**config.mk**
```make
export PLATFORM = sky130hd
export DESIGN_NAME = ucgp_port
export DESIGN_NICKNAME = d
export VERILOG_FILES = /design/src/rtl/ucgp_pkg.sv /design/src/rtl/ucgp_pin_if.sv /design/src/rtl/ucgp_pad.sv /design/src/rtl/ucgp_port.sv
export SDC_FILE = /design/constraint.sdc
export NUM_CORES = 1
export LEC_CHECK = 0
export BUFFER_PORTS_ARGS = -buffer_cell sky130_fd_sc_hd__buf_2
export CELL_PAD_IN_SITES_DETAIL_PLACEMENT = 1
export CELL_PAD_IN_SITES_GLOBAL_PLACEMENT = 1
export CORE_MARGIN = 10
export CORE_UTILIZATION = 42
export DETAILED_ROUTE_END_ITERATION = 8
export GPL_ROUTABILITY_DRIVEN = 0
export PLACE_DENSITY = 0.89
export SLEW_MARGIN = 15
export SYNTH_ARGS = -nofsm -noshare
export SYNTH_HDL_FRONTEND = slang
export SYNTH_SLANG_ARGS = --single-unit
```
**constraint.sdc**
```tcl
create_clock -name mclk_i -period 5.8 [get_ports mclk_i]
set_clock_uncertainty 0.2 [all_clocks]
set_input_delay 1.16 -clock mclk_i [delete_from_list [all_inputs] [get_ports mclk_i]]
set_output_delay 1.16 -clock mclk_i [all_outputs]
set_load 0.05 [all_outputs]
```
**src/rtl/ucgp_pkg.sv**
```systemverilog
////////////////////////////////////////////////////////////////////////////////
package ucgp_pkg;

   // port geometry: four channels of four pins each
   localparam int unsigned NUM_CHAN       = 4;
   localparam int unsigned PIN_PER_CHAN   = 4;

   // register offsets, per channel
   localparam logic [7:0]  ADDR_PIN_CONFIG = 8'h18;
   localparam logic [7:0]  ADDR_PIN_DATA   = 8'h19;

   // reset values
   localparam logic [7:0]  PIN_CONFIG_RST  = 8'h00;
   localparam logic [7:0]  PIN_DATA_RST    = 8'h00;
   localparam logic [3:0]  PULL_DN_RST     = 4'hf;
   localparam logic [7:0]  RDATA_UNMAPPED  = 8'h00;

   // field positions (each field is one nibble)
   localparam int unsigned CFG_DIR_LSB     = 0;
   localparam int unsigned CFG_OD_LSB      = 4;
   localparam int unsigned DATA_OUT_LSB    = 0;
   localparam int unsigned DATA_IN_LSB     = 4;
   localparam int unsigned CHAR_HI_LSB     = 4;

   // one bit per local pin of a channel
   typedef logic [3:0] ucgp_nib_t;

endpackage : ucgp_pkg

```
**src/rtl/ucgp_pin_if.sv**
```systemverilog
`timescale 1ns/100ps
////////////////////////////////////////////////////////////////////////////////
// control and sensed levels between the register file and one channel's pads
interface ucgp_pin_if;
   logic [3:0] pin_dir_is_output;
   logic [3:0] pin_drive_open_sel;
   logic [3:0] pin_drive_level;
   logic [3:0] pin_sensed_level;

   modport ctrl (
      output pin_dir_is_output,
      output pin_drive_open_sel,
      output pin_drive_level,
      input  pin_sensed_level
   );

   modport pad (
      input  pin_dir_is_output,
      input  pin_drive_open_sel,
      input  pin_drive_level,
      output pin_sensed_level
   );
endinterface : ucgp_pin_if

```
**src/rtl/ucgp_pad.sv**
```systemverilog
`timescale 1ns/100ps
////////////////////////////////////////////////////////////////////////////////
// pad control and input synchroniser for the four pins of one channel
module ucgp_pad (
   // clock and synchronised reset
   input  wire logic              mclk_i,
   input  wire logic              rst_n_i,
   // register side
   ucgp_pin_if.pad                pin_if,
   // pins
   input  wire ucgp_pkg::ucgp_nib_t pin_in_i,
   output      ucgp_pkg::ucgp_nib_t pin_out_o,
   output      ucgp_pkg::ucgp_nib_t pin_oe_o,
   output      ucgp_pkg::ucgp_nib_t pin_pull_dn_o
);
   import ucgp_pkg::*;

   ucgp_nib_t sync1_q;
   ucgp_nib_t sync1_d;
   ucgp_nib_t sync2_q;
   ucgp_nib_t sync2_d;
   ucgp_nib_t out_q;
   ucgp_nib_t out_d;
   ucgp_nib_t oe_q;
   ucgp_nib_t oe_d;
   ucgp_nib_t pd_q;
   ucgp_nib_t pd_d;

   ////////////////////////////////////////////////////////////////////////////
   // next pad state; open-drain only ever drives a low, so the level is held
   // at zero and the level bit steers the enable instead
   always_comb begin
      sync1_d = pin_in_i;
      sync2_d = sync1_q;
      out_d   = pin_if.pin_drive_level & ~pin_if.pin_drive_open_sel;
      // push-pull enables on direction; open-drain releases for a high,
      // which only reaches the pin through an external pull-up
      oe_d    = pin_if.pin_dir_is_output & (~pin_if.pin_drive_open_sel | ~pin_if.pin_drive_level);
      pd_d    = ~pin_if.pin_dir_is_output;
   end

   // everything moves on the reference clock; only the asynchronous reset acts without it
   always_ff @(posedge mclk_i or negedge rst_n_i) begin
      if (!rst_n_i) begin
         sync1_q <= '0;
         sync2_q <= '0;
         out_q   <= '0;
         oe_q    <= '0;
         pd_q    <= PULL_DN_RST;
      end else begin
         sync1_q <= sync1_d;
         sync2_q <= sync2_d;
         out_q   <= out_d;
         oe_q    <= oe_d;
         pd_q    <= pd_d;
      end
   end

   assign pin_if.pin_sensed_level = sync2_q;
   assign pin_out_o               = out_q;
   assign pin_oe_o                = oe_q;
   assign pin_pull_dn_o           = pd_q;
endmodule : ucgp_pad

```
**src/rtl/ucgp_port.sv**
```systemverilog
`timescale 1ns/100ps
////////////////////////////////////////////////////////////////////////////////
module ucgp_port (
   // clock and reset
   input  wire logic        mclk_i,
   input  wire logic        rst_n_i,
   // register access from the host interface
   input  wire logic [1:0]  reg_chan_i,
   input  wire logic [7:0]  reg_addr_i,
   input  wire logic        reg_wr_i,
   input  wire logic [7:0]  reg_wdata_i,
   input  wire logic        reg_rd_i,
   output      logic [7:0]  reg_rdata_o,
   // device pins 15..0
   input  wire logic [15:0] pin_in_i,
   output      logic [15:0] pin_out_o,
   output      logic [15:0] pin_oe_o,
   output      logic [15:0] pin_pull_dn_o,
   // special character merge, one byte per channel
   input  wire logic [3:0]  pin_address_merge_i,
   input  wire logic [31:0] xoff2_char_i,
   output      logic [31:0] merged_char_o
);
   import ucgp_pkg::*;

   ////////////////////////////////////////////////////////////////////////////
   // reset release: asserts at once, leaves on the clock
   logic       rst_s1_q;
   logic       rst_s2_q;
   logic       rst_s1_d;
   logic       rst_s2_d;
   logic       rst_n;

   always_comb begin
      rst_s1_d = 1'b1;
      rst_s2_d = rst_s1_q;
   end

   always_ff @(posedge mclk_i or negedge rst_n_i) begin
      if (!rst_n_i) begin
         rst_s1_q <= 1'b0;
         rst_s2_q <= 1'b0;
      end else begin
         rst_s1_q <= rst_s1_d;
         rst_s2_q <= rst_s2_d;
      end
   end

   assign rst_n = rst_s2_q;

   ////////////////////////////////////////////////////////////////////////////
   // address decode, shared by the write and read paths
   function automatic logic reg_hit(input logic [7:0] addr, input logic [7:0] target);
      return addr == target;
   endfunction : reg_hit

   ////////////////////////////////////////////////////////////////////////////
   // per-channel state
   logic [7:0] cfg_q   [NUM_CHAN];
   logic [7:0] cfg_d   [NUM_CHAN];
   ucgp_nib_t  lvl_q   [NUM_CHAN];
   ucgp_nib_t  lvl_d   [NUM_CHAN];
   ucgp_nib_t  sensed  [NUM_CHAN];
   logic [7:0] rdata_q;
   logic [7:0] rdata_d;
   logic [31:0] merged_q;
   logic [31:0] merged_d;

   ucgp_pin_if pif [NUM_CHAN] ();

   // channel k's pads sit on device pins 4k..4k+3, local pin n on 4k+n
   for (genvar ch = 0; ch < NUM_CHAN; ch++) begin : g_chan
      assign pif[ch].pin_dir_is_output  = cfg_q[ch][CFG_DIR_LSB +: 4];
      assign pif[ch].pin_drive_open_sel = cfg_q[ch][CFG_OD_LSB +: 4];
      assign pif[ch].pin_drive_level    = lvl_q[ch];
      assign sensed[ch]                 = pif[ch].pin_sensed_level;

      ucgp_pad u_pad (
         .mclk_i        (mclk_i),
         .rst_n_i       (rst_n),
         .pin_if        (pif[ch]),
         .pin_in_i      (pin_in_i[ch*4 +: 4]),
         .pin_out_o     (pin_out_o[ch*4 +: 4]),
         .pin_oe_o      (pin_oe_o[ch*4 +: 4]),
         .pin_pull_dn_o (pin_pull_dn_o[ch*4 +: 4])
      );
   end

   ////////////////////////////////////////////////////////////////////////////
   // register writes and reads; a read in the same cycle as a write to the
   // same register returns the old value, which keeps the read path short
   always_comb begin
      logic [7:0] rd_word;
      rd_word = RDATA_UNMAPPED;
      for (int ch = 0; ch < NUM_CHAN; ch++) begin
         cfg_d[ch] = cfg_q[ch];
         lvl_d[ch] = lvl_q[ch];
         if (reg_wr_i && reg_chan_i == 2'(ch)) begin
            if (reg_hit(reg_addr_i, ADDR_PIN_CONFIG)) begin
               cfg_d[ch] = reg_wdata_i;
            end
            // sensed bits are read-only, so only the low nibble is stored
            if (reg_hit(reg_addr_i, ADDR_PIN_DATA)) begin
               lvl_d[ch] = reg_wdata_i[DATA_OUT_LSB +: 4];
            end
         end
         // merged byte: upper nibble from the character, lower from pins
         if (pin_address_merge_i[ch]) begin
            merged_d[ch*8 +: 8] = {xoff2_char_i[ch*8 + CHAR_HI_LSB +: 4], sensed[ch]};
         end else begin
            merged_d[ch*8 +: 8] = xoff2_char_i[ch*8 +: 8];
         end
      end
      if (reg_hit(reg_addr_i, ADDR_PIN_CONFIG)) begin
         rd_word = cfg_q[reg_chan_i];
      end else if (reg_hit(reg_addr_i, ADDR_PIN_DATA)) begin
         rd_word[DATA_IN_LSB +: 4]  = sensed[reg_chan_i];
         rd_word[DATA_OUT_LSB +: 4] = lvl_q[reg_chan_i];
      end
      rdata_d = reg_rd_i ? rd_word : rdata_q;
   end

   // register update; all bits zero after reset
   always_ff @(posedge mclk_i or negedge rst_n) begin
      if (!rst_n) begin
         cfg_q    <= '{default: PIN_CONFIG_RST};
         lvl_q    <= '{default: PIN_DATA_RST[DATA_OUT_LSB +: 4]};
         rdata_q  <= RDATA_UNMAPPED;
         merged_q <= '0;
      end else begin
         cfg_q    <= cfg_d;
         lvl_q    <= lvl_d;
         rdata_q  <= rdata_d;
         merged_q <= merged_d;
      end
   end

   assign reg_rdata_o   = rdata_q;
   assign merged_char_o = merged_q;
endmodule : ucgp_port

```
# Word-level counts from Yosys, hierarchy flattened
# Index checks and enable logic that the tools add are counted.
[totals] register_bits=170 latch_bits=0 mem_bits_rw=0 mem_bits_ro=0 in_bits=74 out_inout_bits=88 word_cells=91 memories=0
[op_classes] add_sub_neg=0 multipliers=0 div=0 n_lt_le_gt_ge=1 n_eq_ne=5 n_shift=0 mux=15 bitwise=25 reduce_logical=13
[op_table] cell="$not A4 Y4" count=12
[op_table] cell="$and A4 B4 Y4" count=8
[op_table] cell="$mux W4" count=8
[op_table] cell="$mux W8" count=4
[op_table] cell="$bmux W4 S2" count=2
[op_table] cell="$bmux W8 S2" count=1
[op_table] cell="$eq A8 B5 Y1 const B" count=2
[op_table] cell="$or A4 B4 Y4" count=4
[op_table] cell="$reduce_and A2 Y1" count=8
[op_table] cell="$eq A2 B2 Y1 const B" count=2
[op_table] cell="$logic_and A1 B1 Y1" count=4
[op_table] cell="$ge A3 B3 Y1 const B" count=1
[op_table] cell="$not A2 Y3" count=1
[op_table] cell="$eq A2 B1 Y1 const B" count=1
[op_table] cell="$logic_not A2 Y1" count=1

# Depth between registers and ports, before layout
[depth] depth_word=6 mapped_depth=5 mapped_depth_nobuf=4

# Modules after synthesis
# From an unflattened synthesis, not the netlist that was laid out.
[hier_totals] hier_cells=347 hier_area_um2=6069.6
[modules_own_cells] mod="ucgp_port" n_inst=1 cells_each=219 area_each_um2=3687.3 seq_area_each_um2=2252.2
[modules_own_cells] mod="ucgp_pad" n_inst=4 cells_each=32 area_each_um2=595.6 seq_area_each_um2=505.5

# Least setup slack after synthesis
# OpenSTA, ideal clock, no wires.
[synth_path] kind="input port to flip-flop" startpoint="in reg_addr_i[6]" endpoint="reg cfg_q[24] in the netlist's numbering" setup_ns=0.125 arrival_ns=2.480 required_ns=5.475 slack_ns=2.995 path_stages=5 n_path_buf=1 path_cell_list="nor3b_2 -> nand4bb_1 -> or4b_1 -> buf_4 -> mux2_4"
[synth_via] elab_chain_len=2
[synth_lines] element="from (decl)" line="ucgp_port.sv:9" text="input wire logic [7:0] reg_addr_i,"
[synth_lines] element="$eq A8 B5 Y1" line="ucgp_port.sv:54" text="return addr == target;"
[synth_lines] element="$reduce_and A2 Y1 (no source line)"
[synth_lines] element="to (signal assigned)" line="ucgp_port.sv:131" text="cfg_q <= cfg_d;"
[synth_lines] element="to (decl)" line="ucgp_port.sv:59" text="logic [7:0] cfg_q [NUM_CHAN];"
# Every way passes these cells.
# A chain may end at the register's enable or synchronous reset.

# Final worst setup path
[layout_path] startpoint="in reg_chan_i[0]" endpoint="reg cfg_q[1] in the netlist's numbering"
[layout_via] elab_chain_len=3
[layout_lines] element="from (decl)" line="ucgp_port.sv:8" text="input wire logic [1:0] reg_chan_i,"
[layout_lines] element="$eq A2 B2 Y1" line="ucgp_port.sv:98" text="if (reg_wr_i && reg_chan_i == 2'(ch)) begin"
[layout_lines] element="$logic_and A1 B1 Y1" line="ucgp_port.sv:98"
[layout_lines] element="$reduce_and A2 Y1 (no source line)"
# Every way passes these cells.

==> flow_metrics.py <==
metrics = {
    "synthesis": {
        "postSynthRegisterBits": 170,
        "ys.flop_type": "dfrtp_1",
        "yosys.area_share.xor_xnor_pct": 0,
        "ys_seq_area_share_pct": 71.8,
        "synth-adder-area-share_pct": 0,
        "synth_simple_gate_area_share_pct": 3.66,
        "syn_area_um2": 5950,
        "synth_top_family_by_area": "multiplexers",
        "synth_compound_gate_area_share_pct": 2.19,
        "synth_top_area_share_pct": 64.8,
        "synth_most_common_cell": "dfrtp_1",
        "synthDistinctLibCells": 24,
        "synth_edf_count": 0,
        "ys_top_cells_by_count": "dfrtp_1, mux2_2, inv_1",
        "syn-instance-count": 347,
        "synth.area.top_cells": "dfrtp_1, mux2_2, dfstp_2, mux4_2, mux2_4",
        "syn_nets": 421,
        "synth_top_cell_by_area": "dfrtp_1",
        "syn-mean-instance-area_um2": 17.1,
        "muxShareOfSynthArea_pct": 20.0,
        "ys_warn_count": 0,
        "postSynth.asyncResetShare_pct": 100,
    },
    "pwr": {
        "power.density_cell_area_nw_per_um2": 337,
        "power.switching_w": 0.000603,
        "power.combinational.fraction_pct": 7.5,
        "vdd.ir_drop.worst_mv": 0.196,
        "swShare_pct": 23.6,
        "power.clock.fraction_pct": 43.8,
        "total_leakage_power_nw": 3.79,
        "intPower_w": 0.00195,
        "sequentialPowerShare_pct": 48.7,
    },
    "clock_tree": {
        "ctsLongestPathBuffers": 2,
        "cts.sinks": 170,
        "ctsRootBufferMaster": "clkbuf_16",
        "worstSkewPairLatency_ps": 430,
        "tritoncts.num_buffers": 17,
        "cts_tree": "yes",
        "post_cts_resize_count": 0,
        "clock_transition_time_at_the_flip_flop_clock_pins_of_the_worst_setup_and_hold_paths_ps": 60,
        "postCtsSetupBuffers": 0,
        "cts_stage_hold_buffer_count": 0,
        "cts_max_level": 4,
    },
    "floorplanning": {
        "floorplan.initialDensity_pct": 42.9,
        "die_height_um": 139,
        "die_w_um": 139,
        "core.rowCount": 43,
        "design.core.area_um2": 13900,
        "boundaryPins": 162,
        "dieArea_um2": 19300,
    },
    "timing": {
        "setup_total_negative_slack_ps": 0,
        "timing.final.crit_share_pct": 48.7,
        "worst_slew_pin_slew_ps": 794,
        "hold_violations": 0,
        "whs_ps": 89.3,
        "max-slew-margin-rel_pct": 46.9,
        "achievable-frequency_ghz": 0.354,
        "grt_setup_unrepaired": "no",
        "finalCriticalPeriod_ps": 2820,
        "setup_viol": 0,
        "timing.final.max_slew_violations": 0,
    },
    "worst_setup_path": {
        "worst-r2r-setup-slack_ps": 4110,
        "regToRegStartpoint": "cfg_q[6]",
        "timing.critical_path.required_ps": 5910,
        "r2r_cells": 3,
        "worst_reg2reg_endpoint": "reg_rdata_o[6]",
        "critPathMaxFanout": 20,
        "worstPathArrival_ps": 2930,
        "cp-end-kind": "register",
        "start_kind": "primary input",
        "critPathKind": "primary input to register",
    },
    "finish": {
        "fillerInstances": 1381,
        "antennaDiodeCount": 0,
        "final_layout_size_suffix_gt1_share_pct": 55.0,
        "area_growth_pct": 27.3,
        "area_of_the_multi_input_gates_um2": 1540,
        "nNetsFinal": 596,
        "post_layout_nonfiller_instances": 715,
        "sequential_cell_area_um2": 4280,
    },
    "route": {
        "initial_drc_count": 159,
        "num_vias": 3614,
        "route.detailed.wl_per_inst_um": 22.4,
        "route.detailed.drc": 0,
        "vias_per_cell": 5.05,
        "detail_route.first_pass.iterations": 4,
        "ant_nets": 0,
        "finalWirelength_um": 16000,
    },
    "hold_path": {
        "hold_class": "register to asynchronous set/reset pin",
    },
    "placed_design": {
        "numPortBuffers": 161,
        "place_inst": 682,
        "dp_hpwl_um": 11700,
    },
    "global_routing": {
        "grt.total_usage_pct": 16.9,
        "grt_pass1_vias": 4343,
        "wire_length_of_the_first_global_routing_pass_um": 25100,
        "grt_max_degree": 89,
        "grt_overflow_total": 0,
        "antenna_found_initial": 1,
    },
    "flow_run": {
        "cap_viol_max_count": 0,
    },
    "outcome": {
        "run_status": "completed",
    },
}
==> metrics by stage <==
stage | utilization (%) | total power, W | area [µm²] | setup WS [ps]
after global placement | 50.1 | 0.00145 | 6960 | 2650
after detailed placement | 50.1 | 0.00146 | 6960 | 2530
after CTS | 54.4 | 0.00258 | 7550 | 2970
after floorplan | - | 0.00138 | 5950 | 540
after global routing | 54.6 | 0.00265 | 7570 | 2890
final | 54.6 | 0.00255 | 7570 | 2980
==> power groups by stage <==
stage	registers, W	clock network, W	logic (W)
after floorplan	0.00134	0	0.0000402
after detailed placement	0.00127	0	0.000184
final	0.00124	0.00112	0.000191
after global routing	0.00125	0.00120	0.000204
after CTS	0.00125	0.00114	0.000186
after global placement	0.00127	0	0.000178
==> registers in the layout, indices dropped and copies added, names as in the netlist <==
name,count
g_chan.u_pad.pin_pull_dn_o,16
rst_n,1
g_chan.u_pad.pin_if.pin_sensed_level,16
g_chan.u_pad.sync1_q,16
g_chan.u_pad.pin_oe_o,16
pif.pin_drive_level,16
g_chan.u_pad.pin_out_o,16
reg_rdata_o,8
rst_s1_q,1
merged_char_o,32
cfg_q,32
==> layer usage <==
layer / vias to the layer above / global-route usage, % / part of all wire [%]
met5: - / 0 / 0
met4: 0 / 6.59 / 1.4
met3: 17 / 6.54 / 6.5
met2: 104 / 30.6 / 57
met1: 1934 / 17.1 / 36
li1: 1559 / - / -
==> worst max-delay path, stage by stage <==
cell and delay (ps):
buf_2 470, nand3_1 210, nor2_1 660, mux2_2 420
==> worst max path at each step <==
| stage | start | to | slack, ps | depth (start not counted) |
|---|---|---|---|---|
| floorplan | rst_n | cfg_q[0] | 540 | 0 |
| global placement | reg_addr_i[6] | cfg_q[31] | 2650 | 5 |
| detailed placement | reg_chan_i[0] | cfg_q[1] | 2530 | 4 |
| CTS | reg_chan_i[0] | cfg_q[1] | 2970 | 4 |
| global route | reg_chan_i[0] | cfg_q[3] | 2890 | 4 |
| finish | reg_chan_i[0] | cfg_q[1] | 2980 | 4 |
==> final cells by class <==
cell class,count,area share (%)
sequential,170,56.5
tap,180,2.97
inverter,24,1.19
timing repair buffer,164,11.2
clock buffer,21,6.21
clock inverter,11,1.59
multi-input combinational,145,20.4
==> layout by cell type, fill, tap and decap left out <==
cell and n:
nand4b_1 2, dfstp_2 16, clkinv_2 4, clkbuf_8 3
clkinvlp_4 3, nor3b_2 2, nand3_1 1, mux2_2 56
nor2b_1 16, mux2_4 8, buf_2 161, clkbuf_1 1
dfrtp_4 1, inv_1 24, nand3b_1 1, or4b_1 2
mux2i_1 8, nand4bb_1 1, o22ai_1 8, a21oi_1 16
buf_16 1, clkinv_4 2, bufinv_16 2, buf_4 2
mux4_2 16, conb_1 1, nor2_1 4, clkbuf_16 17
dfrtp_1 153, or3_1 2, nand2_1 1
==> logic make-up (layout without fill, tap and decap cells) <==
group / count (synthesis) / after routing
compound gates: 24 / 24
buf+inv: 32 / 220
flops: 170 / 170
mux: 88 / 88
other cells: 1 / 1
simple gates: 32 / 32
Power figures use the tool's default switching activity.
